<file path="src/design/ltm_map.svh">
// register map, field positions and timing counts of the loop transceiver master port.
// assumes inclusion by the port module and by the bench top module; definitions only.
`ifndef LTM_MAP_SVH
`define LTM_MAP_SVH

`define LTM_ADDR_CTRL        32'h0000_0000
`define LTM_ADDR_STATUS      32'h0000_0004
`define LTM_ADDR_TXWORD      32'h0000_0008
`define LTM_ADDR_RXFIELD     32'h0000_000c

`define LTM_CTRL_PD_N        0
`define LTM_CTRL_LB_N        1
`define LTM_CTRL_SI1         2
`define LTM_CTRL_SI2         3
`define LTM_CTRL_SIE         4
`define LTM_CTRL_SE          5
`define LTM_CTRL_RESET       6'h00

`define LTM_ST_ACTIVE        0
`define LTM_ST_LOOP          1
`define LTM_ST_VALID         2
`define LTM_ST_SO1           3
`define LTM_ST_SO2           4

`define LTM_WAKE_EDGES       2'h3
`define LTM_IDLE_EDGES       2'h3
`define LTM_BITS             4'h8
`define LTM_NINTH            4'h9
`define LTM_FIELD_SIG1       8
`define LTM_FIELD_SIG2       9
`define LTM_CONV_DIV         8'h08

`define LTM_RESP_OKAY        2'h0
`define LTM_RESP_SLVERR      2'h2

`endif

</file>
<file path="src/design/ltm_pkg.sv">
// types shared by the loop transceiver master port.
// assumes ltm_map.svh supplies the numeric constants.
package ltm_pkg;

	typedef struct packed {
		logic       sig_2;
		logic       sig_1;
		logic [7:0] voice;
	} ltm_field_t;

	typedef struct packed {
		logic       strobe;
		logic       good;
		ltm_field_t field;
	} ltm_demod_t;

	typedef enum logic [1:0] {
		LTM_PWR_DOWN = 2'b00,
		LTM_PWR_WAIT = 2'b01,
		LTM_PWR_RUN  = 2'b10
	} ltm_pwr_t;

endpackage : ltm_pkg

</file>
<file path="src/design/ltm_port.sv">
// master-side digital control of a burst-mode loop transceiver, with an axi4-lite slave.
// assumes all pins synchronous to clk; the modem sits outside and talks via demod/mod strobes.
// Contract
// - loopback isolates line input and parks drivers
// - loopback level latched while bus share low
// - loopback only acts while powered up
// - valid only for synced error-free burst
// - powered up, valid updates on frame sync
// - powered down, valid drops after three idle syncs
// - valid high impedance while bus share low
// - signaling inputs sampled on frame sync rise
// - signaling outputs update like valid flag
// - signaling outputs high impedance while share low
// - share low latches control pins internally
// - powered down stops transmission, keeps receive
// - wake after three syncs or demod end
// - frame sync moves words and starts modulation
// - insert mode puts received sig2 in pcm lsb
// - insert mode sends captured pcm lsb as sig2
// - insert mode forces sent voice lsb zero
// - eight voice bits follow send enable rise
// - send enable drives pcm output enable
// - late frame sync loads word at ninth bit
// - eight receive bits on recv clock falls
// - frame sync moves received word to buffer
// - burst field orders voice and two sig bits
//
// Local design decisions: the AXI4-Lite interface to the registers and the register addresses.
`timescale 1ns/1ps
`include "ltm_map.svh"

module ltm_port #(
	parameter int BITS = 8
) (
	input  wire logic               clk,               // 100 MHz system clock
	input  wire logic               rst_n,             // async active-low reset
	input  wire logic [31:0]        s_axi_awaddr,      // write address
	input  wire logic               s_axi_awvalid,     // write address valid
	output logic                    s_axi_awready,     // write address ready
	input  wire logic [31:0]        s_axi_wdata,       // write data
	input  wire logic [3:0]         s_axi_wstrb,       // write byte enables
	input  wire logic               s_axi_wvalid,      // write data valid
	output logic                    s_axi_wready,      // write data ready
	output logic [1:0]              s_axi_bresp,       // write response
	output logic                    s_axi_bvalid,      // write response valid
	input  wire logic               s_axi_bready,      // write response ready
	input  wire logic [31:0]        s_axi_araddr,      // read address
	input  wire logic               s_axi_arvalid,     // read address valid
	output logic                    s_axi_arready,     // read address ready
	output logic [31:0]             s_axi_rdata,       // read data
	output logic [1:0]              s_axi_rresp,       // read response
	output logic                    s_axi_rvalid,      // read data valid
	input  wire logic               s_axi_rready,      // read data ready
	input  wire logic               frame_sync,        // frame sync pin
	input  wire logic               send_bit_clock,    // send bit clock pin
	input  wire logic               recv_bit_clock,    // receive bit clock pin
	input  wire logic               send_word_enable,  // send enable pin
	input  wire logic               recv_word_enable,  // receive enable pin
	input  wire logic               pcm_in,            // pcm data in
	output logic                    pcm_out_o,         // pcm data out
	output logic                    pcm_out_oe,        // pcm output enable
	input  wire logic               convert_clock,     // convert clock pin
	output logic                    conv_tick,         // divided convert clock tick
	input  wire logic               power_down_n,      // power-down pin, low = down
	input  wire logic               loopback_n,        // loopback pin, low = loop
	input  wire logic               sig_in_1,          // signaling in 1
	input  wire logic               sig_in_2,          // signaling in 2
	input  wire logic               sig_insert_en,     // signal insert enable
	input  wire logic               bus_share_enable,  // shared-bus enable
	output logic                    sig_out_1_o,       // signaling out 1
	output logic                    sig_out_2_o,       // signaling out 2
	output logic                    valid_frame_o,     // valid frame
	output logic                    shared_oe,         // enable for sig_out and valid_frame
	input  wire logic               wire_receive_input,// line receive sample from modem
	output logic                    demod_in,          // line sample routed to demodulator
	input  wire logic               mod_out,           // modulator output sample
	output logic                    wire_drive_park,   // drivers held at reference
	input  wire ltm_pkg::ltm_demod_t demod,            // demodulation complete strobe
	output logic                    mod_start,         // modulation start pulse
	output ltm_pkg::ltm_field_t     mod_field          // outgoing burst field
);

	// control register: software copies of the pins; signaling and insert bits or-ed in, power-down, loopback and share bits and-ed in
	logic [5:0]          ctrl_r;
	logic                fs_d_r, sbc_d_r, rbc_d_r, swe_d_r, rwe_d_r, cc_d_r;
	logic                fs_rise, sbc_rise, rbc_fall, swe_rise, rwe_rise, cc_rise;
	logic                pd_n_l_r, lb_n_l_r, si1_l_r, si2_l_r;
	logic                pd_n_eff, lb_n_eff, si1_eff, si2_eff, sie_eff, se_eff, loop_on;
	ltm_pkg::ltm_pwr_t   pwr_r;
	logic [1:0]          wake_cnt_r, idle_cnt_r;
	logic [BITS-1:0]     rx_sh_r, tx_sh_r;
	logic [3:0]          rx_cnt_r, tx_cnt_r;
	logic                tx_busy_r, load_pend_r;
	ltm_pkg::ltm_field_t rx_buf_r;
	logic                rx_good_r, rx_new_r;
	logic                so1_r, so2_r, vf_r;
	logic [7:0]          cc_cnt_r;

	always_ff @(posedge clk or negedge rst_n) begin
		if (!rst_n) begin
			fs_d_r  <= 1'b0;
			sbc_d_r <= 1'b0;
			rbc_d_r <= 1'b0;
			swe_d_r <= 1'b0;
			rwe_d_r <= 1'b0;
			cc_d_r  <= 1'b0;
		end else begin
			fs_d_r  <= frame_sync;
			sbc_d_r <= send_bit_clock;
			rbc_d_r <= recv_bit_clock;
			swe_d_r <= send_word_enable;
			rwe_d_r <= recv_word_enable;
			cc_d_r  <= convert_clock;
		end
	end
	assign fs_rise  = frame_sync & ~fs_d_r;
	assign sbc_rise = send_bit_clock & ~sbc_d_r;
	assign rbc_fall = ~recv_bit_clock & rbc_d_r;
	assign swe_rise = send_word_enable & ~swe_d_r;
	assign rwe_rise = recv_word_enable & ~rwe_d_r;
	assign cc_rise  = convert_clock & ~cc_d_r;
	// convert clock divided down for internal timing
	always_ff @(posedge clk or negedge rst_n) begin
		if (!rst_n) begin
			cc_cnt_r  <= 8'h00;
			conv_tick <= 1'b0;
		end else begin
			conv_tick <= 1'b0;
			if (cc_rise) begin
				if (cc_cnt_r == `LTM_CONV_DIV - 8'h01) begin
					cc_cnt_r  <= 8'h00;
					conv_tick <= 1'b1;
				end else begin
					cc_cnt_r <= cc_cnt_r + 8'h01;
				end
			end
		end
	end

	// effective control levels; software bits can also force states
	assign se_eff = bus_share_enable & ctrl_r[`LTM_CTRL_SE];
	assign sie_eff = sig_insert_en | ctrl_r[`LTM_CTRL_SIE];
	always_ff @(posedge clk or negedge rst_n) begin
		if (!rst_n) begin
			pd_n_l_r <= 1'b0;
			lb_n_l_r <= 1'b1;
			si1_l_r  <= 1'b0;
			si2_l_r  <= 1'b0;
		end else if (se_eff) begin
			pd_n_l_r <= power_down_n & ctrl_r[`LTM_CTRL_PD_N];
			lb_n_l_r <= loopback_n & ctrl_r[`LTM_CTRL_LB_N];
			si1_l_r  <= sig_in_1 | ctrl_r[`LTM_CTRL_SI1];
			si2_l_r  <= sig_in_2 | ctrl_r[`LTM_CTRL_SI2];
		end
	end

	assign pd_n_eff = se_eff ? (power_down_n & ctrl_r[`LTM_CTRL_PD_N]) : pd_n_l_r;
	assign lb_n_eff = se_eff ? (loopback_n & ctrl_r[`LTM_CTRL_LB_N]) : lb_n_l_r;
	assign si1_eff  = se_eff ? (sig_in_1 | ctrl_r[`LTM_CTRL_SI1]) : si1_l_r;
	assign si2_eff  = se_eff ? (sig_in_2 | ctrl_r[`LTM_CTRL_SI2]) : si2_l_r;
	assign loop_on  = ~lb_n_eff & pd_n_eff;
	assign demod_in        = loop_on ? mod_out : wire_receive_input;
	assign wire_drive_park = loop_on | (pwr_r != ltm_pkg::LTM_PWR_RUN);
	// power sequencing
	always_ff @(posedge clk or negedge rst_n) begin
		if (!rst_n) begin
			pwr_r      <= ltm_pkg::LTM_PWR_DOWN;
			wake_cnt_r <= 2'h0;
		end else begin
			case (pwr_r)
				ltm_pkg::LTM_PWR_DOWN: begin
					wake_cnt_r <= 2'h0;
					if (pd_n_eff)
						pwr_r <= ltm_pkg::LTM_PWR_WAIT;
				end
				ltm_pkg::LTM_PWR_WAIT: begin
					if (!pd_n_eff)
						pwr_r <= ltm_pkg::LTM_PWR_DOWN;
					else if (demod.strobe || (fs_rise && wake_cnt_r == `LTM_WAKE_EDGES - 2'h1))
						pwr_r <= ltm_pkg::LTM_PWR_RUN;
					else if (fs_rise)
						wake_cnt_r <= wake_cnt_r + 2'h1;
				end
				ltm_pkg::LTM_PWR_RUN: begin
					if (!pd_n_eff)
						pwr_r <= ltm_pkg::LTM_PWR_DOWN;
				end
				default: pwr_r <= ltm_pkg::LTM_PWR_DOWN;
			endcase
		end
	end

	// receive capture: eight falling recv clock edges after enable rise
	always_ff @(posedge clk or negedge rst_n) begin
		if (!rst_n) begin
			rx_sh_r  <= '0;
			rx_cnt_r <= 4'h0;
		end else if (rwe_rise) begin
			rx_cnt_r <= `LTM_BITS;
		end else if (rbc_fall && rx_cnt_r != 4'h0) begin
			rx_sh_r  <= {rx_sh_r[BITS-2:0], pcm_in};
			rx_cnt_r <= rx_cnt_r - 4'h1;
		end
	end

	// burst buffer build and modulation start on frame sync when running
	always_ff @(posedge clk or negedge rst_n) begin
		if (!rst_n) begin
			mod_start <= 1'b0;
			mod_field <= '0;
		end else begin
			mod_start <= 1'b0;
			if (fs_rise && pwr_r == ltm_pkg::LTM_PWR_RUN) begin
				mod_start       <= 1'b1;
				mod_field.voice <= {rx_sh_r[BITS-1:1], rx_sh_r[0] & ~sie_eff};
				mod_field.sig_1 <= si1_eff;
				mod_field.sig_2 <= sie_eff ? rx_sh_r[0] : si2_eff;
			end
		end
	end

	// received burst hold
	always_ff @(posedge clk or negedge rst_n) begin
		if (!rst_n) begin
			rx_buf_r  <= '0;
			rx_good_r <= 1'b0;
			rx_new_r  <= 1'b0;
		end else if (demod.strobe) begin
			rx_buf_r  <= demod.field;
			rx_good_r <= demod.good;
			rx_new_r  <= 1'b1;
		end else if (fs_rise) begin
			rx_new_r  <= 1'b0;
		end
	end

	// signaling and valid outputs
	always_ff @(posedge clk or negedge rst_n) begin
		if (!rst_n) begin
			so1_r      <= 1'b0;
			so2_r      <= 1'b0;
			vf_r       <= 1'b0;
			idle_cnt_r <= 2'h0;
		end else if (pd_n_eff) begin
			idle_cnt_r <= 2'h0;
			if (fs_rise) begin
				so1_r <= rx_buf_r.sig_1;
				so2_r <= rx_buf_r.sig_2;
				vf_r  <= rx_good_r & rx_new_r;
			end
		end else if (demod.strobe) begin
			so1_r      <= demod.field.sig_1;
			so2_r      <= demod.field.sig_2;
			vf_r       <= demod.good;
			idle_cnt_r <= 2'h0;
		end else if (fs_rise) begin
			if (idle_cnt_r == `LTM_IDLE_EDGES - 2'h1)
				vf_r <= 1'b0;
			else
				idle_cnt_r <= idle_cnt_r + 2'h1;
		end
	end

	assign sig_out_1_o   = so1_r;
	assign sig_out_2_o   = so2_r;
	assign valid_frame_o = vf_r;
	assign shared_oe     = se_eff;
	// send shifter; a load at a late frame sync waits for the ninth send bit clock
	always_ff @(posedge clk or negedge rst_n) begin
		if (!rst_n) begin
			tx_sh_r     <= '0;
			tx_cnt_r    <= 4'h0;
			tx_busy_r   <= 1'b0;
			load_pend_r <= 1'b0;
			pcm_out_o   <= 1'b0;
		end else begin
			if (swe_rise) begin
				tx_busy_r <= 1'b1;
				tx_cnt_r  <= 4'h0;
			end else if (sbc_rise && tx_busy_r) begin
				tx_cnt_r <= tx_cnt_r + 4'h1;
				if (tx_cnt_r < `LTM_BITS) begin
					pcm_out_o <= tx_sh_r[BITS-1];
					tx_sh_r   <= {tx_sh_r[BITS-2:0], 1'b0};
				end
				if (tx_cnt_r + 4'h1 == `LTM_NINTH) begin
					tx_busy_r <= 1'b0;
					if (load_pend_r || fs_rise) begin
						tx_sh_r     <= {rx_buf_r.voice[BITS-1:1],
							sie_eff ? rx_buf_r.sig_2 : rx_buf_r.voice[0]};
						load_pend_r <= 1'b0;
					end
				end
			end
			if (fs_rise) begin
				if (tx_busy_r && tx_cnt_r < `LTM_BITS)
					load_pend_r <= 1'b1;
				else
					tx_sh_r <= {rx_buf_r.voice[BITS-1:1],
						sie_eff ? rx_buf_r.sig_2 : rx_buf_r.voice[0]};
			end
		end
	end

	assign pcm_out_oe = send_word_enable;
	// axi4-lite slave: aw and w taken together, answer one cycle later
	logic wr_go, rd_go;
	logic [31:0] rd_val;
	assign wr_go         = s_axi_awvalid & s_axi_wvalid & ~s_axi_bvalid;
	assign s_axi_awready = wr_go;
	assign s_axi_wready  = wr_go;
	assign rd_go         = s_axi_arvalid & ~s_axi_rvalid;
	assign s_axi_arready = rd_go;
	always_ff @(posedge clk or negedge rst_n) begin
		if (!rst_n) begin
			ctrl_r       <= `LTM_CTRL_RESET;
			s_axi_bvalid <= 1'b0;
			s_axi_bresp  <= `LTM_RESP_OKAY;
		end else begin
			if (s_axi_bvalid && s_axi_bready)
				s_axi_bvalid <= 1'b0;
			if (wr_go) begin
				s_axi_bvalid <= 1'b1;
				s_axi_bresp  <= `LTM_RESP_OKAY;
				if (s_axi_awaddr == `LTM_ADDR_CTRL) begin
					if (s_axi_wstrb[0])
						ctrl_r <= s_axi_wdata[5:0];
				end else if (s_axi_awaddr != `LTM_ADDR_STATUS &&
				             s_axi_awaddr != `LTM_ADDR_TXWORD &&
				             s_axi_awaddr != `LTM_ADDR_RXFIELD) begin
					s_axi_bresp <= `LTM_RESP_SLVERR;
				end
			end
		end
	end

	always_comb begin
		rd_val = 32'h0000_0000;
		case (s_axi_araddr)
			`LTM_ADDR_CTRL:    rd_val = {26'h0, ctrl_r};
			`LTM_ADDR_STATUS:  rd_val = {27'h0, so2_r, so1_r, vf_r, loop_on,
			                             pwr_r == ltm_pkg::LTM_PWR_RUN};
			`LTM_ADDR_TXWORD:  rd_val = {22'h0, mod_field};
			`LTM_ADDR_RXFIELD: rd_val = {21'h0, rx_good_r, rx_buf_r};
			default:           rd_val = 32'h0000_0000;
		endcase
	end

	always_ff @(posedge clk or negedge rst_n) begin
		if (!rst_n) begin
			s_axi_rvalid <= 1'b0;
			s_axi_rdata  <= 32'h0000_0000;
			s_axi_rresp  <= `LTM_RESP_OKAY;
		end else begin
			if (s_axi_rvalid && s_axi_rready)
				s_axi_rvalid <= 1'b0;
			if (rd_go) begin
				s_axi_rvalid <= 1'b1;
				s_axi_rdata  <= rd_val;
				s_axi_rresp  <= (s_axi_araddr == `LTM_ADDR_CTRL ||
				                 s_axi_araddr == `LTM_ADDR_STATUS ||
				                 s_axi_araddr == `LTM_ADDR_TXWORD ||
				                 s_axi_araddr == `LTM_ADDR_RXFIELD) ?
				                `LTM_RESP_OKAY : `LTM_RESP_SLVERR;
			end
		end
	end

endmodule : ltm_port

</file>
<file path="config.mk">
export PLATFORM = sky130hd
export DESIGN_NAME = ltm_port
export DESIGN_NICKNAME = d
export VERILOG_FILES = /design/src/design/ltm_pkg.sv /design/src/design/ltm_port.sv
export VERILOG_INCLUDE_DIRS = /design/src /design/src/design
export SDC_FILE = /design/constraint.sdc
export NUM_CORES = 1
export LEC_CHECK = 0
export BUFFER_PORTS_ARGS = -buffer_cell sky130_fd_sc_hd__buf_4
export CORE_ASPECT_RATIO = 1.5
export CORE_MARGIN = 3
export CORE_UTILIZATION = 45
export CTS_BUF_LIST = sky130_fd_sc_hd__clkbuf_4 sky130_fd_sc_hd__clkbuf_8
export DETAILED_ROUTE_END_ITERATION = 8
export PLACE_DENSITY = 0.79
export SYNTH_ARGS = -nofsm -noshare
export SYNTH_HDL_FRONTEND = slang
export SYNTH_SLANG_ARGS = --single-unit
</file>
<file path="constraint.sdc">
create_clock -name clk -period 1.95 [get_ports clk]
set_clock_uncertainty 0.1 [all_clocks]
set_input_delay 0.195 -clock clk [delete_from_list [all_inputs] [get_ports clk]]
set_output_delay 0.195 -clock clk [all_outputs]
set_load 0.01 [all_outputs]
</file>
# Word level (Yosys, flattened, before mapping)
# Index checks and enable logic that the tools add are counted.
[word_totals]
word_cells = 200
inputBits = 134
register_bits = 122
out_inout_bits = 61
[classes]
order_cmp = 1
n_eq_ne = 21
n_bitwise = 31
add_sub_neg = 5
muxes = 65
reduce_logical = 37
[ops]
columns = ["operator", "n"]
rows = [
  ["$eq A32 B4 Y1 const B", 2],
  ["$logic_not A32 Y1", 2],
  ["$mux W8", 8],
  ["$ne A32 B4 Y1 const B", 2],
  ["$pmux W11 S4", 1],
  ["$mux W1", 36],
  ["$eq A32 B3 Y1 const B", 1],
  ["$ne A32 B3 Y1 const B", 1],
  ["$mux W2", 14],
  ["$mux W4", 4],
  ["$reduce_bool A2 Y1", 8],
  ["$and A1 B1 Y1", 15],
  ["$ne A2 B2 Y1 const B", 7],
  ["$not A1 Y1", 12],
  ["$reduce_and A3 Y1", 4],
  ["$logic_and A1 B1 Y1", 9],
  ["$add A8 B1 Y8 const B", 1],
  ["$eq A8 B3 Y1 const B", 1],
  ["$reduce_and A2 Y1", 4],
  ["$eq A2 B2 Y1 const B", 3],
  ["$ne A3 B3 Y1 const B", 2],
  ["$pmux W2 S3", 1],
  ["$reduce_bool A3 Y1", 2],
  ["$logic_or A1 B1 Y1", 5],
  ["11 further kinds", 15],
]

# Logic depth before layout (Yosys ltp)
# Gate-level depths: netlist (run 1).
[logic_depth]
word_depth = 9
depth_mapped = 7
mapped_depth_nobuf = 6

# Worst setup path before layout (run 1)
# OpenSTA, ideal clock, no wires.
[synth_path]
kind = "reg2reg"
startpoint = "reg rx_cnt_r[0]"
endpoint = "reg rx_sh_r[0]"
synth_period_minus_slack_ns = 1.830
setup_time_ns = 0.125
required_ns = 1.725
stages_incl_launch_ff = 7
path_slack_ns = 0.120
arrival_ns = 1.605
cell_sequence = "dfrtp_1 inv_1 ha_1 a21oi_1 nor2b_1 buf_2 mux2_2"
[synth_between]
elab_chain_cells = 3
[synth_rtl]
columns = ["item", "line", "rtl"]
rows = [
  ["start, declared", "ltm_port.sv:92", "logic [3:0] rx_cnt_r, tx_cnt_r;"],
  ["start signal, assigned", "ltm_port.sv:199", "rx_cnt_r <= `LTM_BITS;"],
  ["start signal, assigned", "ltm_port.sv:202", "rx_cnt_r <= rx_cnt_r - 4'h1;"],
  ["$reduce_bool A4 Y1", "ltm_port.sv:200", "end else if (rbc_fall && rx_cnt_r != 4'h0) begin"],
  ["$logic_and A1 B1 Y1", "ltm_port.sv:200", ""],
  ["$reduce_and A2 Y1 (no line)", "n/a", ""],
  ["end signal, assigned", "ltm_port.sv:201", "rx_sh_r <= {rx_sh_r[BITS-2:0], pcm_in};"],
  ["end, declared", "ltm_port.sv:91", "logic [BITS-1:0] rx_sh_r, tx_sh_r;"],
]
# No other way between the ends.
# A chain may end at the register's enable or synchronous reset.

# Worst setup path after layout (run 1)
[layout_path]
startpoint = "reg ctrl_r[5]"
endpoint = "out demod_in"
[layout_between]
elab_chain_cells = 5
word_cells_on_any_way = 6
cone_classes = "3 x mux; 3 x bitwise"
[layout_rtl]
columns = ["item", "line", "rtl"]
rows = [
  ["start, declared", "ltm_port.sv:84", "logic [5:0] ctrl_r;"],
  ["start signal, assigned", "ltm_port.sv:316", "ctrl_r <= `LTM_CTRL_RESET;"],
  ["start signal, assigned", "ltm_port.sv:327", "ctrl_r <= s_axi_wdata[5:0];"],
  ["$and A1 B1 Y1", "ltm_port.sv:141", "assign se_eff = bus_share_enable & ctrl_r[`LTM_CTRL_SE];"],
  ["$mux W1", "ltm_port.sv:158", "assign lb_n_eff = se_eff ? (loopback_n & ctrl_r[`LTM_CTRL_LB_N]) : lb_n_l_r;"],
  ["via lb_n_eff", "ltm_port.sv:88", "logic pd_n_eff, lb_n_eff, si1_eff, si2_eff, sie_eff, se_eff, loop_on;"],
  ["$not A1 Y1", "ltm_port.sv:161", "assign loop_on = ~lb_n_eff & pd_n_eff;"],
  ["$and A1 B1 Y1", "ltm_port.sv:161", ""],
  ["$mux W1", "ltm_port.sv:162", "assign demod_in = loop_on ? mod_out : wire_receive_input;"],
  ["end, declared", "ltm_port.sv:75", "output logic demod_in,"],
]
# The timed path passes the listed nets, and every way through them passes these cells.

==> results of run 1 <==
-- logic make-up after synthesis --
logic type,count (synthesis)
AO/OA/AOI/OAI,69
AND/OR/NAND/NOR,118
XOR/XNOR,15
flip-flops,99
multiplexers,51
other,1
buffers and inverters,59
adder cells (fa/ha/maj),6
-- flip-flops by register name, indices dropped and copies added, names as in the netlist, 2 cells and up --
name         flops
cc_cnt_r         8
pwr_r            2
mod_field       10
rx_sh_r          8
rx_buf_r        10
ctrl_r           6
idle_cnt_r       2
tx_cnt_r         4
tx_sh_r          8
s_axi_rdata     11
wake_cnt_r       2
rx_cnt_r         4
-- power by group through the flow --
stage / combinational, W / clock [W] / sequential (W)
after floorplan: 0.000553 / 0 / 0.00251
after global placement: 0.000881 / 0 / 0.00254
after detailed placement: 0.000931 / 0 / 0.00257
after CTS: 0.000991 / 0.00125 / 0.00253
after global routing: 0.00112 / 0.00132 / 0.00257
final: 0.00100 / 0.00123 / 0.00253
-- worst register-to-register path, cell delays in order (launching register included) --
cell and delay [ps]:
dfrtp_1 440, ha_4 190, xnor2_2 200, nand2_2 100, nor4b_2 310, a211o_2 180, buf_4 160, mux2i_1 190
-- worst max path at each step --
| stage | startpoint | to | depth (start not counted) |
|---|---|---|---|
| floorplan | rx_cnt_r[0] | rx_sh_r[0] | 6 |
| global placement | tx_cnt_r[0] | tx_sh_r[6] | 6 |
| global route | ctrl_r[5] | demod_in | 6 |
| detailed placement | tx_cnt_r[0] | tx_sh_r[6] | 6 |
| CTS | ctrl_r[5] | demod_in | 6 |
| finish | ctrl_r[5] | demod_in | 6 |
-- routing by layer --
metal	vias up	wire (microns)
met4	0	372
met1	1874	4550
met5	-	0
met3	34	813
li1	1805	-
met2	159	6810
-- synthesized netlist by cell type, types with 2 or more instances --
| cell | instances |
|---|---|
| dfrtp_1 | 98 |
| mux2_2 | 36 |
| nand2_1 | 33 |
| buf_4 | 26 |
| nor2_1 | 24 |
| inv_1 | 22 |
| o21ai_0 | 21 |
| nor4_1 | 14 |
| xnor2_1 | 13 |
| a21oi_1 | 11 |
| mux2i_1 | 11 |
| a22o_1 | 9 |
| a21o_1 | 8 |
| nand3_1 | 7 |
| ha_1 | 6 |
| nand4_1 | 6 |
| nor2b_1 | 6 |
| o31ai_1 | 5 |
| buf_2 | 4 |
| clkbuf_1 | 4 |
| mux4_2 | 4 |
| nand2b_1 | 4 |
| nor3_1 | 4 |
| and4_1 | 3 |
| o22ai_1 | 3 |
| a211oi_1 | 2 |
| and3_1 | 2 |
| nor2b_2 | 2 |
| or2_2 | 2 |
| or3_1 | 2 |
| xor2_1 | 2 |
-- cell type report --
cell class / instances / area share
Timing Repair Buffer: 194 / 0.240
Tap cell: 117 / 0.0226
Multi-Input combinational cell: 282 / 0.315
Inverter: 23 / 0.0133
Clock inverter: 6 / 0.00752
Clock buffer: 9 / 0.0191
Sequential cell: 99 / 0.382
-- what timing repair did --
| item | CTS | global route |
|---|---|---|
| resized for setup | 10 | 11 |
| hold endpoints to repair | 63 | 0 |
| pin swaps | 3 | 8 |
| hold buffers | 28 | 0 |
| buffers inserted | 3 | 6 |
| endpoints found under the setup margin | 10 | 10 |
-- through the flow --
step | TNS, ps | hold WS (ps)
2_1_floorplan | 0 | -201
3_3_place_gp | 0 | 96.6
3_5_place_dp | -115 | 110
4_1_cts | -99.7 | 14.1
5_1_grt | -229 | 57.3
6_report | -108 | 43.9
==> impl_metrics.env, run 1 <==
export IMPL_fmax_ghz=0.486
export IMPL_path_delay_family="flip-flops"
export IMPL_worstPathMaxFanout=6
export IMPL_tritoncts="done"
export IMPL_routedWlPerCell_microns=17.2
export IMPL_stdcell_count=730
export IMPL_busiest_layer="met2"
export IMPL_core_sq_um=10100
export IMPL_n_antenna_cell=0
export IMPL_area_delta_synth_final_pct=38.1
export IMPL_end_kind="output port"
export IMPL_synth_top_family_by_area="simple AND/OR/NAND/NOR gates"
export IMPL_cts_buffers=9
export IMPL_drt_iter0_markers=190
export IMPL_worstSetupPathType="flip-flop to output port"
export IMPL_antenna_found_initial=0
export IMPL_p_int_w=0.00335
export IMPL_cp_start_kind="flip-flop"
export IMPL_leakagePower_nw=3.21
export IMPL_swShare=0.297
export IMPL_synth_edf_count=0
export IMPL_drc=0
export IMPL_final_common_cell="buf_4"
export IMPL_powerDensity_nw_per_um2=734
export IMPL_drt_total_wl_microns=12500
export IMPL_die_h_microns=131
export IMPL_overflow=0
export IMPL_synth_cells=418
export IMPL_status="complete, but fails checks"
export IMPL_clkPwrFrac=0.258
export IMPL_synth_area_sq_um=4700
export IMPL_holdCritPathClass="input pin to flip-flop"
export IMPL_reg2reg_depth=7
export IMPL_clkSlewWorstSetupHoldPaths_ps=100
export IMPL_relSlewSlack=0.656
export IMPL_preCtsSetupSlack_ps=-59.3
export IMPL_tightestPinTransition_ps=516
export IMPL_synth_warning_count=0
export IMPL_grt_pass1_vias=4097
export IMPL_numClockSinks=99
export IMPL_synth_xor_area_share=0.0280
export IMPL_grt_first_pass_wirelength_microns=19500
export IMPL_postLayoutCellArea_sq_um=6490
export IMPL_rr_startpoint="tx_cnt_r[0]"
export IMPL_synthAdderAreaFrac=0.0160
export IMPL_rr_endpoint="tx_sh_r[0]"
export IMPL_grt_max_degree=39
export IMPL_grtUsageMet1=0.232
export IMPL_pwr_share_seq=0.532
export IMPL_crit_slowest_cell="dfrtp_2"
export IMPL_vias=3872
export IMPL_synth_area_mux_share=0.129
export IMPL_worst_ep_required_time_ps=1650
export IMPL_grtUsageTotal=0.215
export IMPL_met2_usage=0.388
export IMPL_synth_compound_area_frac=0.0972
export IMPL_failed_checks="setup timing"
export IMPL_hp_start="sig_insert_en"
export IMPL_rsz0062_at_grt="true"
export IMPL_ff2ff_setup_slack_ps=30
export IMPL_yosysSeqAreaShare=0.527
export IMPL_ys_types=55
export IMPL_gp_congestion=0.816
export IMPL_ir_drop_uv=637
export IMPL_num_rows=45
export IMPL_drt_pass1_iterations=4
export IMPL_io_pins=195
export IMPL_fill_cells=798
export IMPL_clock_latency_ps=380
export IMPL_die_area_sq_um=11700
export IMPL_layout_common_cells="buf_4 (162), dfrtp_1 (97), mux2_2 (35)"
export IMPL_synthesis_area_per_instance_sq_um=11.2
export IMPL_via_per_inst=5.30
export IMPL_p_switching_w=0.00141
export IMPL_finalHoldViolCount=0
export IMPL_min_period_ps=2060
export IMPL_cp_arrival_ps=1760
export IMPL_io_buffers=142
export IMPL_fin_crit_sh=1.06
export IMPL_drv_cap=0
export IMPL_ys_flop_type="dfrtp_1"
export IMPL_use_met3=0.0571
export IMPL_multi_input_area_sq_um=2040
export IMPL_cp_slowest_stage_delay_ps=480
export IMPL_finalNetCount=749
export IMPL_dp_cells=679
export IMPL_comb_power_share=0.210
export IMPL_ant_nets=0
export IMPL_cts_root_buf="clkbuf_8"
export IMPL_fin_total_pwr_w=0.00476
export IMPL_hold_depth=4
export IMPL_ys_seq_elements=99
export IMPL_start_util=0.464
export IMPL_ys_async_sr_fraction=1.00
export IMPL_cp_cell_sequence="nand2_2 -> inv_2 -> o21ai_2 -> nand2b_4 -> mux2_4 -> buf_6"
export IMPL_htreeDepth=3
export IMPL_drv_slew=0
export IMPL_synth_largest_area_cell="dfrtp_1"
export IMPL_hpwlAfterDp_microns=9640
export IMPL_synthTopCellsByArea="dfrtp_1 (52%), mux2_2 (8.6%), buf_4 (4.2%), nand2_1 (2.6%), xnor2_1 (2.4%)"
export IMPL_dpl_cell_area_sq_um=5890
export IMPL_finalSetupViolCount=1
export IMPL_synthSimpleGateAreaFrac=0.131
export IMPL_holdPathEnd="mod_field[0]"
export IMPL_path_buf_inv=2
export IMPL_post_route_util=0.640
export IMPL_synth_top_cell_area_share=0.522
export IMPL_drive_gt1_frac=0.403
export IMPL_clock_path_buffers=2
export IMPL_seqCellArea_sq_um=2480
export IMPL_die_width_microns=89.4
export IMPL_worst_slack_ps=-108
Power figures use the tool's default switching activity.
==> run 2: changes to the inputs <==
--- a/config.mk
+++ b/config.mk
@@ -12,7 +12,7 @@
 export CORE_UTILIZATION = 45
 export CTS_BUF_LIST = sky130_fd_sc_hd__clkbuf_4 sky130_fd_sc_hd__clkbuf_8
 export DETAILED_ROUTE_END_ITERATION = 8
-export PLACE_DENSITY = 0.79
+export PLACE_DENSITY_LB_ADDON = 0.2
 export SYNTH_ARGS = -nofsm -noshare
 export SYNTH_HDL_FRONTEND = slang
 export SYNTH_SLANG_ARGS = --single-unit
==> run 2 against run 1 <==
Effect of this change: the flow still finishes with violations (setup timing); global-route usage is 0.87 points lower; cell count grew 0.41%; sequential power barely moved.
==> impl_metrics.env, run 2 (synthesis gave the netlist of run 1 again) <==
export IMPL_grt_first_pass_wirelength_microns=18700
export IMPL_cp_cell_sequence="and4_4 -> nor2_2 -> inv_2 -> nand2b_4 -> mux2_4 -> buf_6"
export IMPL_leakagePower_nw=3.23
export IMPL_finalNetCount=751
export IMPL_post_route_util=0.639
export IMPL_path_buf_inv=2
export IMPL_cts_buffers=9
export IMPL_worst_slack_ps=-63.0
export IMPL_clkSlewWorstSetupHoldPaths_ps=90
export IMPL_final_common_cell="buf_4"
export IMPL_die_h_microns=131
export IMPL_drt_iter0_markers=125
export IMPL_clock_path_buffers=2
export IMPL_cp_slowest_stage_delay_ps=470
export IMPL_num_rows=45
export IMPL_core_sq_um=10100
export IMPL_antenna_found_initial=0
export IMPL_holdCritPathClass="input pin to flip-flop"
export IMPL_gp_congestion=0.807
export IMPL_worstPathMaxFanout=6
export IMPL_drt_total_wl_microns=11900
export IMPL_drc=0
export IMPL_cts_root_buf="clkbuf_8"
export IMPL_vias=3769
export IMPL_worstSetupPathType="flip-flop to output port"
export IMPL_dpl_cell_area_sq_um=5900
export IMPL_hpwlAfterDp_microns=9240
export IMPL_ir_drop_uv=870
export IMPL_end_kind="output port"
export IMPL_rsz0062_at_grt="true"
export IMPL_numClockSinks=99
export IMPL_path_delay_family="flip-flops"
export IMPL_tritoncts="done"
export IMPL_drv_cap=0
export IMPL_clock_latency_ps=370
export IMPL_ff2ff_setup_slack_ps=60
export IMPL_ant_nets=0
export IMPL_io_pins=195
export IMPL_status="complete, but fails checks"
export IMPL_layout_common_cells="buf_4 (166), dfrtp_1 (97), mux2_2 (35)"
export IMPL_min_period_ps=2010
export IMPL_via_per_inst=5.14
export IMPL_drt_pass1_iterations=4
export IMPL_worst_ep_required_time_ps=1650
export IMPL_htreeDepth=3
export IMPL_drv_slew=0
export IMPL_top_register="s_axi_rdata"
export IMPL_cp_start_kind="flip-flop"
export IMPL_n_antenna_cell=0
export IMPL_fmax_ghz=0.497
export IMPL_start_util=0.464
export IMPL_overflow=0
export IMPL_area_delta_synth_final_pct=37.8
export IMPL_routedWlPerCell_microns=16.2
export IMPL_cp_arrival_ps=1720
export IMPL_grtUsageTotal=0.206
export IMPL_drive_gt1_frac=0.401
export IMPL_finalHoldViolCount=0
export IMPL_powerDensity_nw_per_um2=728
export IMPL_grt_max_degree=61
export IMPL_finalSetupViolCount=1
export IMPL_top_regs="s_axi_rdata (11), mod_field (10), rx_buf_r (10)"
export IMPL_largest_reg_flops=11
export IMPL_die_width_microns=89.4
export IMPL_crit_slowest_cell="dfrtp_2"
export IMPL_postLayoutCellArea_sq_um=6470
export IMPL_fill_cells=819
export IMPL_fin_crit_sh=1.03
export IMPL_io_buffers=142
export IMPL_grt_pass1_vias=3941
export IMPL_failed_checks="setup timing"
export IMPL_die_area_sq_um=11700
==> run 2: cell type report <==
| type | count | area (sq um) | share of cell area |
|---|---|---|---|
| Clock inverter | 6 | 40.0 | 0.00618 |
| Multi-Input combinational cell | 282 | 2020 | 0.313 |
| Inverter | 23 | 86.3 | 0.0133 |
| Clock buffer | 10 | 138 | 0.0213 |
| Timing Repair Buffer | 196 | 1560 | 0.241 |
| Sequential cell | 99 | 2480 | 0.383 |
| Tap cell | 117 | 146 | 0.0226 |
==> run 2: repair_timing <==
action | CTS | global route
hold endpoints to repair | 124 | 0
pin swaps | 3 | 5
hold buffers | 27 | 0
setup buffers | 3 | 5
setup endpoints to repair | 6 | 9
gates resized for setup | 6 | 10
==> run 2: stage by stage <==
stage          total power, W  setup WS (ps)  std cells  hold slack [ps]  setup TNS, ps
6_report              0.00471          -63.0        733             36.8          -63.0
5_1_grt               0.00499           -136        733             68.6           -158
4_1_cts               0.00474           -120        728             24.7           -120
3_5_place_dp          0.00349          -15.2        682            -2.32          -25.9
3_3_place_gp          0.00343           95.5        682            -1.34              0
2_1_floorplan         0.00306            120        440             -201              0
==> run 2: report_power, final <==
part / leakage (nW) / internal, W / switching (W)
sequential: 1.27 / 0.00231 / 0.000214
combinational: 1.87 / 0.000560 / 0.000428
clock: 0.0924 / 0.000499 / 0.000701
total: 3.23 / 0.00337 / 0.00134
==> run 2: worst reg2reg max path, stage by stage (launching register included) <==
cell and delay [ps]:
dfrtp_1 400, ha_2 220, xnor2_2 190, nand2_2 120
o31a_1 380, a22o_1 220, a21o_1 160
==> run 2: path summary, 6_finish.rpt <==
check,endpoint,cells past startpoint,from
max in group asynchronous,lb_n_l_r,3,rst_n
max reg2reg,tx_sh_r[7],6,tx_cnt_r[0]
min,s_axi_bvalid,3,s_axi_wvalid
min reg2reg,s_axi_rdata[3],2,s_axi_rdata[3]
min in group asynchronous,mod_field[0],2,rst_n
max,demod_in,6,ctrl_r[5]
==> run 2: layer usage <==
layer / global-route usage / wire length, microns / up-vias
li1: - / - / 1810
met1: 0.227 / 4410 / 1818
met2: 0.383 / 6610 / 121
met3: 0.0345 / 581 / 20
met4: 0.0728 / 285 / 0
met5: 0 / 0 / -
